File: config.mk
export PLATFORM = sky130hd
export DESIGN_NAME = sdrpd_ctrl
export DESIGN_NICKNAME = d
export VERILOG_FILES = /design/src/design/sdrpd_pkg.sv /design/src/design/sdrpd_timer.sv /design/src/design/sdrpd_ctrl.sv
export VERILOG_INCLUDE_DIRS = /design/src /design/src/design
export SDC_FILE = /design/constraint.sdc
export NUM_CORES = 1
export LEC_CHECK = 0
export ABC_AREA = 1
export BUFFER_PORTS_ARGS = -buffer_cell sky130_fd_sc_hd__buf_4
export CELL_PAD_IN_SITES_DETAIL_PLACEMENT = 0
export CELL_PAD_IN_SITES_GLOBAL_PLACEMENT = 1
export CORE_ASPECT_RATIO = 1.5
export CORE_MARGIN = 2
export CORE_UTILIZATION = 30
export CTS_CLUSTER_DIAMETER = 80
export CTS_CLUSTER_SIZE = 16
export DETAILED_ROUTE_END_ITERATION = 12
export GPL_TIMING_DRIVEN = 0
export PLACE_DENSITY = 0.59
export SYNTH_ARGS = -nofsm -noshare
export SYNTH_HDL_FRONTEND = slang
export SYNTH_SLANG_ARGS = --single-unit
export TNS_END_PERCENT = 50
File: constraint.sdc
create_clock -name sys_clk -period 2.2 [get_ports sys_clk]
set_clock_uncertainty 0.1 [all_clocks]
set_input_delay 0.44 -clock sys_clk [delete_from_list [all_inputs] [get_ports sys_clk]]
set_output_delay 0.44 -clock sys_clk [all_outputs]
set_load 0.02 [all_outputs]
File: src/design/sdrpd_defines.svh
`ifndef SDRPD_DEFINES_SVH
`define SDRPD_DEFINES_SVH
// ----------------------------------------
// pin command codes {cs_n, ras_n, cas_n, we_n}
// ----------------------------------------
`define SDRPD_CMD_NOP 4'h7
`define SDRPD_CMD_ACT 4'h3
`define SDRPD_CMD_READ 4'h5
`define SDRPD_CMD_WRITE 4'h4
`define SDRPD_CMD_PRE 4'h2
`define SDRPD_CMD_REF 4'h1
// ----------------------------------------
// field positions and widths
// ----------------------------------------
`define SDRPD_AP_BIT 8
`define SDRPD_ADDR_W 12
`define SDRPD_BANKS 4
`define SDRPD_CNT_W 8
// ----------------------------------------
// timing counts in sys_clk cycles
// ----------------------------------------
`define SDRPD_PDX_CYC 6
`define SDRPD_TRP_CYC 8
`define SDRPD_SELF_REFRESH_EXIT_PERIOD_CYC 20
`define SDRPD_WRITE_TO_READ_DELAY_CYC 2
`define SDRPD_RL_CYC 5
`define SDRPD_WL_CYC 3
`define SDRPD_BL 4
`endif

File: src/design/sdrpd_pkg.sv
`include "sdrpd_defines.svh"
package sdrpd_pkg;
    typedef logic [`SDRPD_CNT_W-1:0] sdrpd_cnt_type;

    typedef enum logic [3:0] {
        OP_NOP = 4'h0,
        OP_ACTIVATE = 4'h1,
        OP_READ = 4'h2,
        OP_WRITE = 4'h3,
        OP_PRECHARGE = 4'h4,
        OP_REFRESH = 4'h5,
        OP_PD_ENTER = 4'h6,
        OP_PD_EXIT = 4'h7,
        OP_SR_ENTER = 4'h8,
        OP_SR_EXIT = 4'h9
    } sdrpd_op_type;

    typedef enum logic [1:0] {
        MODE_RUN = 2'b00,
        MODE_PD = 2'b01,
        MODE_SR = 2'b10
    } sdrpd_mode_type;

    typedef struct packed {
        sdrpd_op_type op;
        logic ap;
        logic [1:0] bank;
        logic [`SDRPD_ADDR_W-1:0] addr;
    } sdrpd_req_type;

    typedef struct packed {
        logic cke;
        logic [3:0] cmd;
        logic [1:0] ba;
        logic [`SDRPD_ADDR_W-1:0] addr;
    } sdrpd_pins_type;

    typedef struct packed {
        sdrpd_cnt_type cnt;
    } sdrpd_timer_state_type;

    typedef struct packed {
        sdrpd_mode_type mode;
        logic pend_valid;
        sdrpd_req_type pend;
        logic [`SDRPD_BANKS-1:0] bank_open;
        sdrpd_cnt_type burst_cnt;
        sdrpd_cnt_type wtr_cnt;
        sdrpd_cnt_type exit_cnt;
        sdrpd_pins_type pins;
        logic ready;
        logic done;
        logic refused;
    } sdrpd_state_type;
endpackage : sdrpd_pkg

File: src/design/sdrpd_timer.sv
`timescale 1ns/10ps
`include "sdrpd_defines.svh"
module sdrpd_timer (
    input wire logic sys_clk,
    input wire logic rstn,
    input wire logic load,
    input sdrpd_pkg::sdrpd_cnt_type load_val,
    output logic busy
);
    import sdrpd_pkg::*;

    sdrpd_timer_state_type q;
    sdrpd_timer_state_type n;

    // reload or count down to zero
    always_comb begin
        n = q;
        if (load) begin
            n.cnt = load_val;
        end else if (q.cnt != '0) begin
            n.cnt = q.cnt - 1'b1;
        end
    end

    always_ff @(posedge sys_clk or negedge rstn) begin
        if (!rstn) begin
            q <= '0;
        end else begin
            q <= n;
        end
    end

    assign busy = (q.cnt != '0);
endmodule : sdrpd_timer

File: src/design/sdrpd_ctrl.sv
// Behaviour
// - auto-precharge bit picks one or all banks; bank bits name the bank.
// - no activate to a bank before the precharge period has elapsed.
// - precharged bank is idle; activate it before any read or write.
// - keep clock enable high from read or write until burst completes.
// - read done after postamble; write done half burst after write postamble.
// - prefer self-refresh over long power-down because of refresh needs.
// - during power-down hold clock enable low and clock running.
// - power-down exit on clock enable high, together with a no-operation.
// - wait six cycles after power-down exit before any executable command.
// - only no-operations until the self-refresh exit period has passed.
// - never issue an unlisted clock enable, state and command combination.
// - consecutive writes may go to any bank.
// - read waits write-to-read delay after the last write data pair.
`timescale 1ns/10ps
`include "sdrpd_defines.svh"
module sdrpd_ctrl #(
    parameter int TRP_CYC = `SDRPD_TRP_CYC,
    parameter int SELF_REFRESH_EXIT_PERIOD_CYC = `SDRPD_SELF_REFRESH_EXIT_PERIOD_CYC,
    parameter int PDX_CYC = `SDRPD_PDX_CYC,
    parameter int WRITE_TO_READ_DELAY_CYC = `SDRPD_WRITE_TO_READ_DELAY_CYC,
    parameter int RL_CYC = `SDRPD_RL_CYC,
    parameter int WL_CYC = `SDRPD_WL_CYC,
    parameter int BL = `SDRPD_BL
) (
    input wire logic sys_clk,
    input wire logic rstn,
    input wire logic req_valid,
    input sdrpd_pkg::sdrpd_req_type req,
    output logic req_ready,
    output logic rsp_done,
    output logic rsp_refused,
    output sdrpd_pkg::sdrpd_mode_type cur_mode,
    output sdrpd_pkg::sdrpd_pins_type mem
);
    import sdrpd_pkg::*;

    // ----------------------------------------
    // timing values
    // ----------------------------------------
    localparam int RD_DONE_I = RL_CYC + BL / 2 + 1;
    localparam int WR_DONE_I = WL_CYC + BL / 2 + 1 + BL / 2;
    localparam int WTR_I = WL_CYC + BL / 2 + WRITE_TO_READ_DELAY_CYC;
    localparam sdrpd_cnt_type TRP_V = sdrpd_cnt_type'(TRP_CYC);
    localparam sdrpd_cnt_type SELF_REFRESH_EXIT_PERIOD_V = sdrpd_cnt_type'(SELF_REFRESH_EXIT_PERIOD_CYC);
    localparam sdrpd_cnt_type PDX_V = sdrpd_cnt_type'(PDX_CYC);
    localparam sdrpd_cnt_type RD_DONE_V = sdrpd_cnt_type'(RD_DONE_I);
    localparam sdrpd_cnt_type WR_DONE_V = sdrpd_cnt_type'(WR_DONE_I);
    localparam sdrpd_cnt_type WTR_V = sdrpd_cnt_type'(WTR_I);
    localparam sdrpd_cnt_type RD_AP_V = sdrpd_cnt_type'(RD_DONE_I + TRP_CYC);
    localparam sdrpd_cnt_type WR_AP_V = sdrpd_cnt_type'(WR_DONE_I + TRP_CYC);
    localparam sdrpd_pins_type PINS_RST = '{cke: 1'b1, cmd: `SDRPD_CMD_NOP, ba: 2'h0, addr: '0};

    sdrpd_state_type q;
    sdrpd_state_type n;
    logic [`SDRPD_BANKS-1:0] trp_load;
    logic [`SDRPD_BANKS-1:0] trp_busy;
    sdrpd_cnt_type trp_val;
    logic finish;
    logic refuse;
    logic hold;

    // ----------------------------------------
    // per-bank precharge period timers
    // ----------------------------------------
    for (genvar b = 0; b < `SDRPD_BANKS; b++) begin : g_bank
        sdrpd_timer u_trp (
            .sys_clk(sys_clk),
            .rstn(rstn),
            .load(trp_load[b]),
            .load_val(trp_val),
            .busy(trp_busy[b])
        );
    end

    // ----------------------------------------
    // command sequencing
    // ----------------------------------------
    // one pending request, issued once its timing is met
    always_comb begin
        n = q;
        trp_load = '0;
        trp_val = TRP_V;
        finish = 1'b0;
        refuse = 1'b0;
        hold = (q.exit_cnt != '0) || (q.mode != MODE_RUN);
        n.done = 1'b0;
        n.refused = 1'b0;
        n.pins.cmd = `SDRPD_CMD_NOP;
        n.pins.ba = 2'h0;
        n.pins.addr = '0;
        if (q.burst_cnt != '0) n.burst_cnt = q.burst_cnt - 1'b1;
        if (q.wtr_cnt != '0) n.wtr_cnt = q.wtr_cnt - 1'b1;
        if (q.exit_cnt != '0) n.exit_cnt = q.exit_cnt - 1'b1;
        if (q.pend_valid) begin
            case (q.mode)
                MODE_RUN: begin
                    case (q.pend.op)
                        OP_NOP: begin
                            finish = 1'b1;
                        end
                        OP_ACTIVATE: begin
                            if (q.bank_open[q.pend.bank]) begin
                                refuse = 1'b1;
                            end else if (!hold && !trp_busy[q.pend.bank]) begin
                                n.pins.cmd = `SDRPD_CMD_ACT;
                                n.pins.ba = q.pend.bank;
                                n.pins.addr = q.pend.addr;
                                n.bank_open[q.pend.bank] = 1'b1;
                                finish = 1'b1;
                            end
                        end
                        OP_READ, OP_WRITE: begin
                            if (!q.bank_open[q.pend.bank]) begin
                                refuse = 1'b1;
                            end else if (!hold && (q.pend.op == OP_WRITE || q.wtr_cnt == '0)) begin
                                n.pins.cmd = (q.pend.op == OP_WRITE) ? `SDRPD_CMD_WRITE : `SDRPD_CMD_READ;
                                n.pins.ba = q.pend.bank;
                                n.pins.addr = q.pend.addr;
                                n.pins.addr[`SDRPD_AP_BIT] = q.pend.ap;
                                if (q.pend.op == OP_WRITE) begin
                                    n.burst_cnt = WR_DONE_V;
                                    n.wtr_cnt = WTR_V;
                                end else if (q.burst_cnt < RD_DONE_V) begin
                                    n.burst_cnt = RD_DONE_V;
                                end
                                if (q.pend.ap) begin
                                    n.bank_open[q.pend.bank] = 1'b0;
                                    trp_load[q.pend.bank] = 1'b1;
                                    trp_val = (q.pend.op == OP_WRITE) ? WR_AP_V : RD_AP_V;
                                end
                                finish = 1'b1;
                            end
                        end
                        OP_PRECHARGE: begin
                            if (!hold && q.burst_cnt == '0) begin
                                n.pins.cmd = `SDRPD_CMD_PRE;
                                n.pins.addr[`SDRPD_AP_BIT] = q.pend.ap;
                                if (q.pend.ap) begin
                                    n.bank_open = '0;
                                    trp_load = '1;
                                end else begin
                                    n.pins.ba = q.pend.bank;
                                    n.bank_open[q.pend.bank] = 1'b0;
                                    trp_load[q.pend.bank] = 1'b1;
                                end
                                finish = 1'b1;
                            end
                        end
                        OP_REFRESH, OP_SR_ENTER: begin
                            if (q.bank_open != '0) begin
                                refuse = 1'b1;
                            end else if (!hold && q.burst_cnt == '0 && trp_busy == '0) begin
                                n.pins.cmd = `SDRPD_CMD_REF;
                                if (q.pend.op == OP_SR_ENTER) begin
                                    n.pins.cke = 1'b0;
                                    n.mode = MODE_SR;
                                end
                                finish = 1'b1;
                            end
                        end
                        OP_PD_ENTER: begin
                            if (!hold && q.burst_cnt == '0) begin
                                n.pins.cke = 1'b0;
                                n.mode = MODE_PD;
                                finish = 1'b1;
                            end
                        end
                        default: begin
                            refuse = 1'b1;
                        end
                    endcase
                end
                MODE_PD, MODE_SR: begin
                    // clock enable stays low: n keeps q.pins.cke until an exit
                    if (q.pend.op == OP_NOP) begin
                        finish = 1'b1;
                    end else if ((q.mode == MODE_PD && q.pend.op == OP_PD_EXIT) ||
                                 (q.mode == MODE_SR && q.pend.op == OP_SR_EXIT)) begin
                        n.pins.cke = 1'b1;
                        n.mode = MODE_RUN;
                        n.exit_cnt = (q.mode == MODE_PD) ? PDX_V : SELF_REFRESH_EXIT_PERIOD_V;
                        finish = 1'b1;
                    end else begin
                        refuse = 1'b1;
                    end
                end
                default: begin
                    refuse = 1'b1;
                end
            endcase
        end
        if (finish || refuse) begin
            n.pend_valid = 1'b0;
            n.done = finish;
            n.refused = refuse;
        end
        if (req_valid && q.ready) begin
            n.pend = req;
            n.pend_valid = 1'b1;
        end
        n.ready = !n.pend_valid;
    end

    always_ff @(posedge sys_clk or negedge rstn) begin
        if (!rstn) begin
            q <= '0;
            q.pins <= PINS_RST;
            q.ready <= 1'b1;
        end else begin
            q <= n;
        end
    end

    assign mem = q.pins;
    assign cur_mode = q.mode;
    assign req_ready = q.ready;
    assign rsp_done = q.done;
    assign rsp_refused = q.refused;
endmodule : sdrpd_ctrl

======== After elaboration in Yosys (flattened, before gate mapping) ========
Cells that the tools add are included.
W data, S select, Z words.
storage, ports and cells
  register bits ........................... 104
  word-level logic and storage cells ...... 200
cells by class
  magnitude comparators ................... 3
  reductions and logical operators ........ 42
  add/subtract/negate cells ............... 7
  bitwise logic cells ..................... 3
  muxes and demuxes ....................... 100
  equal/unequal tests ..................... 24
operators by type and width
  kind                   number
  $mux W8                20
  $mux W16               4
  $mux W20               3
  $reduce_bool A8 Y1     7
  $sub A8 B1 Y8 const B  7
  $mux W4                12
  $mux W43               1
  $mux W17               2
  $mux W5                5
  $mux W1                24
  $mux W18               1
  $mux W9                2
  $reduce_and A9 Y1      2
  $eq A4 B3 Y1 const B   4
  $logic_not A8 Y1       2
  $mux W2                8
  $ne A2 B2 Y1 const B   8
  $pmux W4 S4            1
  $pmux W8 S2            1
  $ne A3 B3 Y1 const B   4
  $pmux W4 S3            1
  $reduce_bool A2 Y1     6
  $eq A4 B2 Y1 const B   2
  $eq A4 B4 Y1 const B   2
  other kinds (29)       50

======== Longest topological paths before layout ========
  word-level depth ........................ 14
  gate-level depth with buffers ........... 15

======== Cells and area by module ========
A second synthesis with hierarchy kept.
second synthesis, totals
  cell total of the unflattened synthesis .. 776
  area, all modules ....................... 6206.0 um^2
modules (own cells, without submodules)
  module       times used  area each (um^2)  cells each
  sdrpd_ctrl   1           3928.8            492
  sdrpd_timer  4           569.3             71

======== Worst setup path before layout ========
Ideal clock, no wire load.
  path type ............................... flip-flop to flip-flop
  from .................................... register q[22] (netlist bit)
  to ...................................... register g_bank[1].u_trp.q[4] (netlist bit)
  data arrival time ....................... 1.790 ns
  stages on the path, launching flop included .. 11
  setup slack ............................. 0.186 ns
  library setup time ...................... 0.124 ns
  period minus slack after synthesis ...... 2.014 ns
  buffers on the path ..................... 0
  cell sequence ........................... dfrtp_1 -> inv_1 -> ha_1 -> nand2_1 -> nor2_1 -> nand3_2 -> nor2_4 -> o21ai_1 -> o21ai_4 -> nand3_1 -> nor3b_2
on the way
  word-level cells in the longest chain between the ends .. 10
RTL lines
  item                                                  RTL line                              source
  start: declaration                                    sdrpd_ctrl.sv:54                      sdrpd_state_type q;
  start signal: assignment                              sdrpd_ctrl.sv:211                     q <= n;
  $reduce_bool A8 Y1 (*)                                sdrpd_ctrl.sv:86                      hold = (q.exit_cnt != '0) || (q.mode != MODE_RUN);
  $logic_or A1 B1 Y1 (*)                                sdrpd_ctrl.sv:86
  $logic_not A1 Y1 (*)                                  sdrpd_ctrl.sv:116, sdrpd_ctrl.sv:136
  $logic_and A1 B1 Y1                                   sdrpd_ctrl.sv:116                     end else if (!hold && (q.pend.op == OP_WRITE || q.wtr_cnt == '0)) begin
  $mux W4 / $mux W8 (equally long branches)             sdrpd_ctrl.sv:116
  $mux W4 / $mux W8 (equally long branches)             sdrpd_ctrl.sv:114                     if (!q.bank_open[q.pend.bank]) begin
  $pmux W4 S2 / $mux W8 (equally long branches)         sdrpd_ctrl.sv:98                      case (q.pend.op)
  $mux W4 / $mux W8 (equally long branches)             sdrpd_ctrl.sv:96                      case (q.mode)
  $mux W4 / $mux W8 (equally long branches)             sdrpd_ctrl.sv:95                      if (q.pend_valid) begin
  $mux W8 / $reduce_bool A2 Y1 (equally long branches)  -
  end signal: assignment                                sdrpd_timer.sv:29                     q <= n;
  end: declaration                                      sdrpd_timer.sv:12                     sdrpd_timer_state_type q;
Mark *: on every way between the ends. The rest lies on a longest branch, timed or not.
A chain may end at the register's enable or synchronous reset.

======== Worst setup path after layout ========
  from .................................... register q[22] (netlist bit)
  to ...................................... register g_bank[2].u_trp.q[6] (netlist bit)
on the way
  word-level cells in the longest chain between the ends .. 10
RTL lines
  item                                                  RTL line
  $reduce_bool A8 Y1 (*)                                sdrpd_ctrl.sv:86
  $logic_or A1 B1 Y1 (*)                                sdrpd_ctrl.sv:86
  $logic_not A1 Y1 (*)                                  sdrpd_ctrl.sv:116, sdrpd_ctrl.sv:136
  $logic_and A1 B1 Y1                                   sdrpd_ctrl.sv:116
  $mux W4                                               sdrpd_ctrl.sv:116
  $mux W4                                               sdrpd_ctrl.sv:114
  $pmux W4 S2 (*)                                       sdrpd_ctrl.sv:98
  $mux W4 (*)                                           sdrpd_ctrl.sv:96
  $mux W4 (*)                                           sdrpd_ctrl.sv:95
  $mux W8 / $reduce_bool A2 Y1 (equally long branches)  -
  end signal: assignment                                sdrpd_timer.sv:29
  end: declaration                                      sdrpd_timer.sv:12
Marks and branches as above.

==> flow_summary.ini <==
[cts]
cts.clk_slew.worst_paths_ns = 0.08
cts-root-buf = clkbuf_16
htree_levels = 3
clock_sinks = 103
cts_tree = built
insertion_delay_ns = 0.35
clockBufferDepth = 2
cts_buffers = 9

[global_route]
grt_pass1_vias = 5068
grt_usage = 0.149
grt_pass1_wl_um = 25100
antenna_found_initial = 0
grt_max_degree = 104
grt.overflow.total = 0

[drt]
drt-total-wl_um = 15200
post-route-drc-count = 0
drt_pass1_iterations = 4
viasPerCell = 4.62
drt_iter0_drc = 228
wl_per_cell_um = 13.9
drtAntennaViolNets = 0
num_vias = 5042

[layout]
drive_above_1_share = 0.297
nets = 864
regArea_um2 = 2590
num-fill-cells = 2084
multi_input_area_um2 = 3070
areaGrowthSynthToFinish_pct = 26.3
antenna_cells = 0
final_core_util = 0.384
stdcell_count = 1092

[sta]
fin_ws_ns = -0.0183
setup_tns_ns = -0.0779
clock.fmax_mhz = 451
rsz0062_at_grt = yes
relSlewSlack = 0.519
worst_pin_slew_ns = 0.722
setup_viol = 7
slew_violations = 0
hold_viol = 0
post-route-period-util = 1.01
period_minus_slack_ns = 2.22

[placed_design]
dp_slack_ns = -0.308
dp_cells = 1041
port-buffer-count = 44
dp_hpwl_um = 10800
routabilityCongestion = 0.818

[synth]
synthArstFlopShare = 1.00
synthCells = 737
synth_seq_area_share = 0.432
synth_ff_type = dfrtp_1
synth_edf_count = 0
syn_nets = 774
synth_cell_types = 53
synth_area_per_cell_um2 = 8.12
yosysWarningCount = 0
ys_ff_latch = 103
netlist_area_um2 = 5990

[floorplan]
die-area_um2 = 21100
die_x_um = 119
dieHeight_um = 177
rows = 63
core_um2 = 19700
io_pins = 46
start_util = 0.304

[worst_hold_path]
worstHoldStart = req[7]
hp-class = input port to flip-flop

[outcome]
status = finished with violations
violations = setup timing

[worst_setup_path]
end_kind = flip-flop
timing.critical_path.from = q[22]$_DFF_PN0_
worstSetupPathType = flip-flop to flip-flop
worst-endpoint-arrival_ns = 2.37
rr_startpoint = q[22]$_DFF_PN0_
critical_path.startpoint_type = flip-flop
worstPathRequired_ns = 2.35
crit_fanout = 5

[flow_run]
max-cap-violations = 0

[power_and_ir_drop]
peakVddDrop_mv = 0.585
power_density_nw_per_um2 = 1330
leakage_uw = 0.00355
## cell usage in the layout, fill, tap and decap left out, types with 18 or more instances in the layout
cell type / n
dfrtp_1: 95
inv_2: 20
buf_4: 95
o21ai_0: 28
inv_1: 78
a21oi_1: 18
nor2_1: 66
nand2_1: 143
nand3_1: 36
nor3_1: 18
## Yosys cell counts (2+ instances only)
| cell type | number | area [µm²] |
|---|---|---|
| a221oi_1 | 2 | 17.5 |
| nor3b_1 | 11 | 82.6 |
| ha_1 | 15 | 188 |
| nand3_2 | 5 | 50.1 |
| or2_1 | 3 | 18.8 |
| dfrtp_1 | 98 | 2450 |
| clkbuf_1 | 5 | 18.8 |
| dfstp_2 | 5 | 131 |
| nor3_2 | 2 | 20.0 |
| o21ai_0 | 29 | 145 |
| nor4_1 | 3 | 18.8 |
| clkinv_1 | 2 | 7.51 |
| and3_1 | 8 | 50.1 |
| xnor2_1 | 8 | 70.1 |
| a21oi_1 | 18 | 90.1 |
| inv_1 | 87 | 327 |
| nand4_1 | 15 | 93.8 |
| buf_4 | 23 | 173 |
| o21ai_1 | 17 | 85.1 |
| nor2_4 | 11 | 124 |
| o21a_1 | 4 | 30.0 |
| nand3_1 | 43 | 215 |
| nor2_2 | 9 | 56.3 |
| o211ai_1 | 4 | 30.0 |
| nand2_2 | 9 | 56.3 |
| nor3_1 | 18 | 90.1 |
| a31oi_1 | 2 | 12.5 |
| nand2_1 | 149 | 559 |
| xor2_1 | 17 | 149 |
| inv_2 | 12 | 45.0 |
| o31ai_1 | 2 | 15.0 |
| buf_6 | 4 | 45.0 |
| nor2_1 | 77 | 289 |
## path summary, 6_finish.rpt
check / to / slack, ns / cells after the start
worst min register to register: mem[18]$_DFFE_PN1P_ / 0.38 / 2
worst max-delay path: g_bank[2].u_trp.q[6]$_DFFE_PN0P_ / -0.02 / 10
worst max register to register: g_bank[2].u_trp.q[6]$_DFFE_PN0P_ / -0.02 / 10
max in group asynchronous: req_ready$_DFF_PN1_ / 0.84 / 3
min in group asynchronous: g_bank[3].u_trp.q[7]$_DFFE_PN0P_ / 0.45 / 2
worst min-delay path: q[57]$_DFFE_PN0P_ / 0.18 / 3
## routing by layer
layer	wire length, µm	part of all wire	global-route usage
met1	6280	0.41	0.172
met2	8220	0.54	0.278
met3	517	0.034	0.0280
met4	148	0.0098	0.0426
met5	0	0	0
## final cells by class
| type | count | area share |
|---|---|---|
| Multi-Input combinational cell | 500 | 0.406 |
| Inverter | 101 | 0.0505 |
| Timing Repair Buffer | 79 | 0.0850 |
| Clock inverter | 7 | 0.0111 |
| Buffer | 33 | 0.0328 |
| Clock buffer | 9 | 0.0298 |
| Sequential cell | 103 | 0.342 |
| Tap cell | 260 | 0.0430 |
## per-stage QoR
stage	power [µW]	hold slack, ns	area [µm²]
2_1_floorplan	6720	0.0444	5990
3_3_place_gp	7750	0.354	6640
3_5_place_dp	7860	0.358	6640
4_1_cts	9820	0.159	7210
5_1_grt	11000	0.184	7560
6_report	10100	0.175	7560
## critical path: stages, from the launching register on
cell and delay [ns]:
dfrtp_1 0.40, inv_2 0.09, ha_4 0.15, nand3_4 0.11
buf_6 0.15, nor3_4 0.23, nand4_4 0.17, o22ai_4 0.23
nand3_2 0.16, buf_6 0.17, and3_4 0.14
## power breakdown
part           switching (µW)  internal [µW]
Sequential                742           2730
Clock                     833            819
Combinational            2940           1990
Total                    4520           5540
## state kept, by name, summed over array words and instances (netlist names)
name            count
cur_mode            2
g_bank.u_trp.q     32
mem                18
q                  48
req_ready           1
rsp_done            1
rsp_refused         1
## cell families (layout without fill, tap and decap cells)
| group | after synthesis | after routing | share of synthesized area |
|---|---|---|---|
| AOI/OAI and AO/OA | 87 | 87 | 0.0874 |
| other | 1 | 1 | 0.000626 |
| and+or+nand+nor | 372 | 372 | 0.309 |
| buffers and inverters | 134 | 229 | 0.104 |
| adders and majority gates | 15 | 15 | 0.0313 |
| DFF | 103 | 103 | 0.432 |
| xor gates and xnor gates | 25 | 25 | 0.0366 |
## timing repair
action	CTS	global route
endpoints found under the hold margin	0	30
gates resized for setup	32	52
hold buffers	0	1
cloned	2	0
pin swaps	17	22
endpoints found under the setup margin	64	59
setup buffers	16	15
Power figures use the tool's default switching activity.
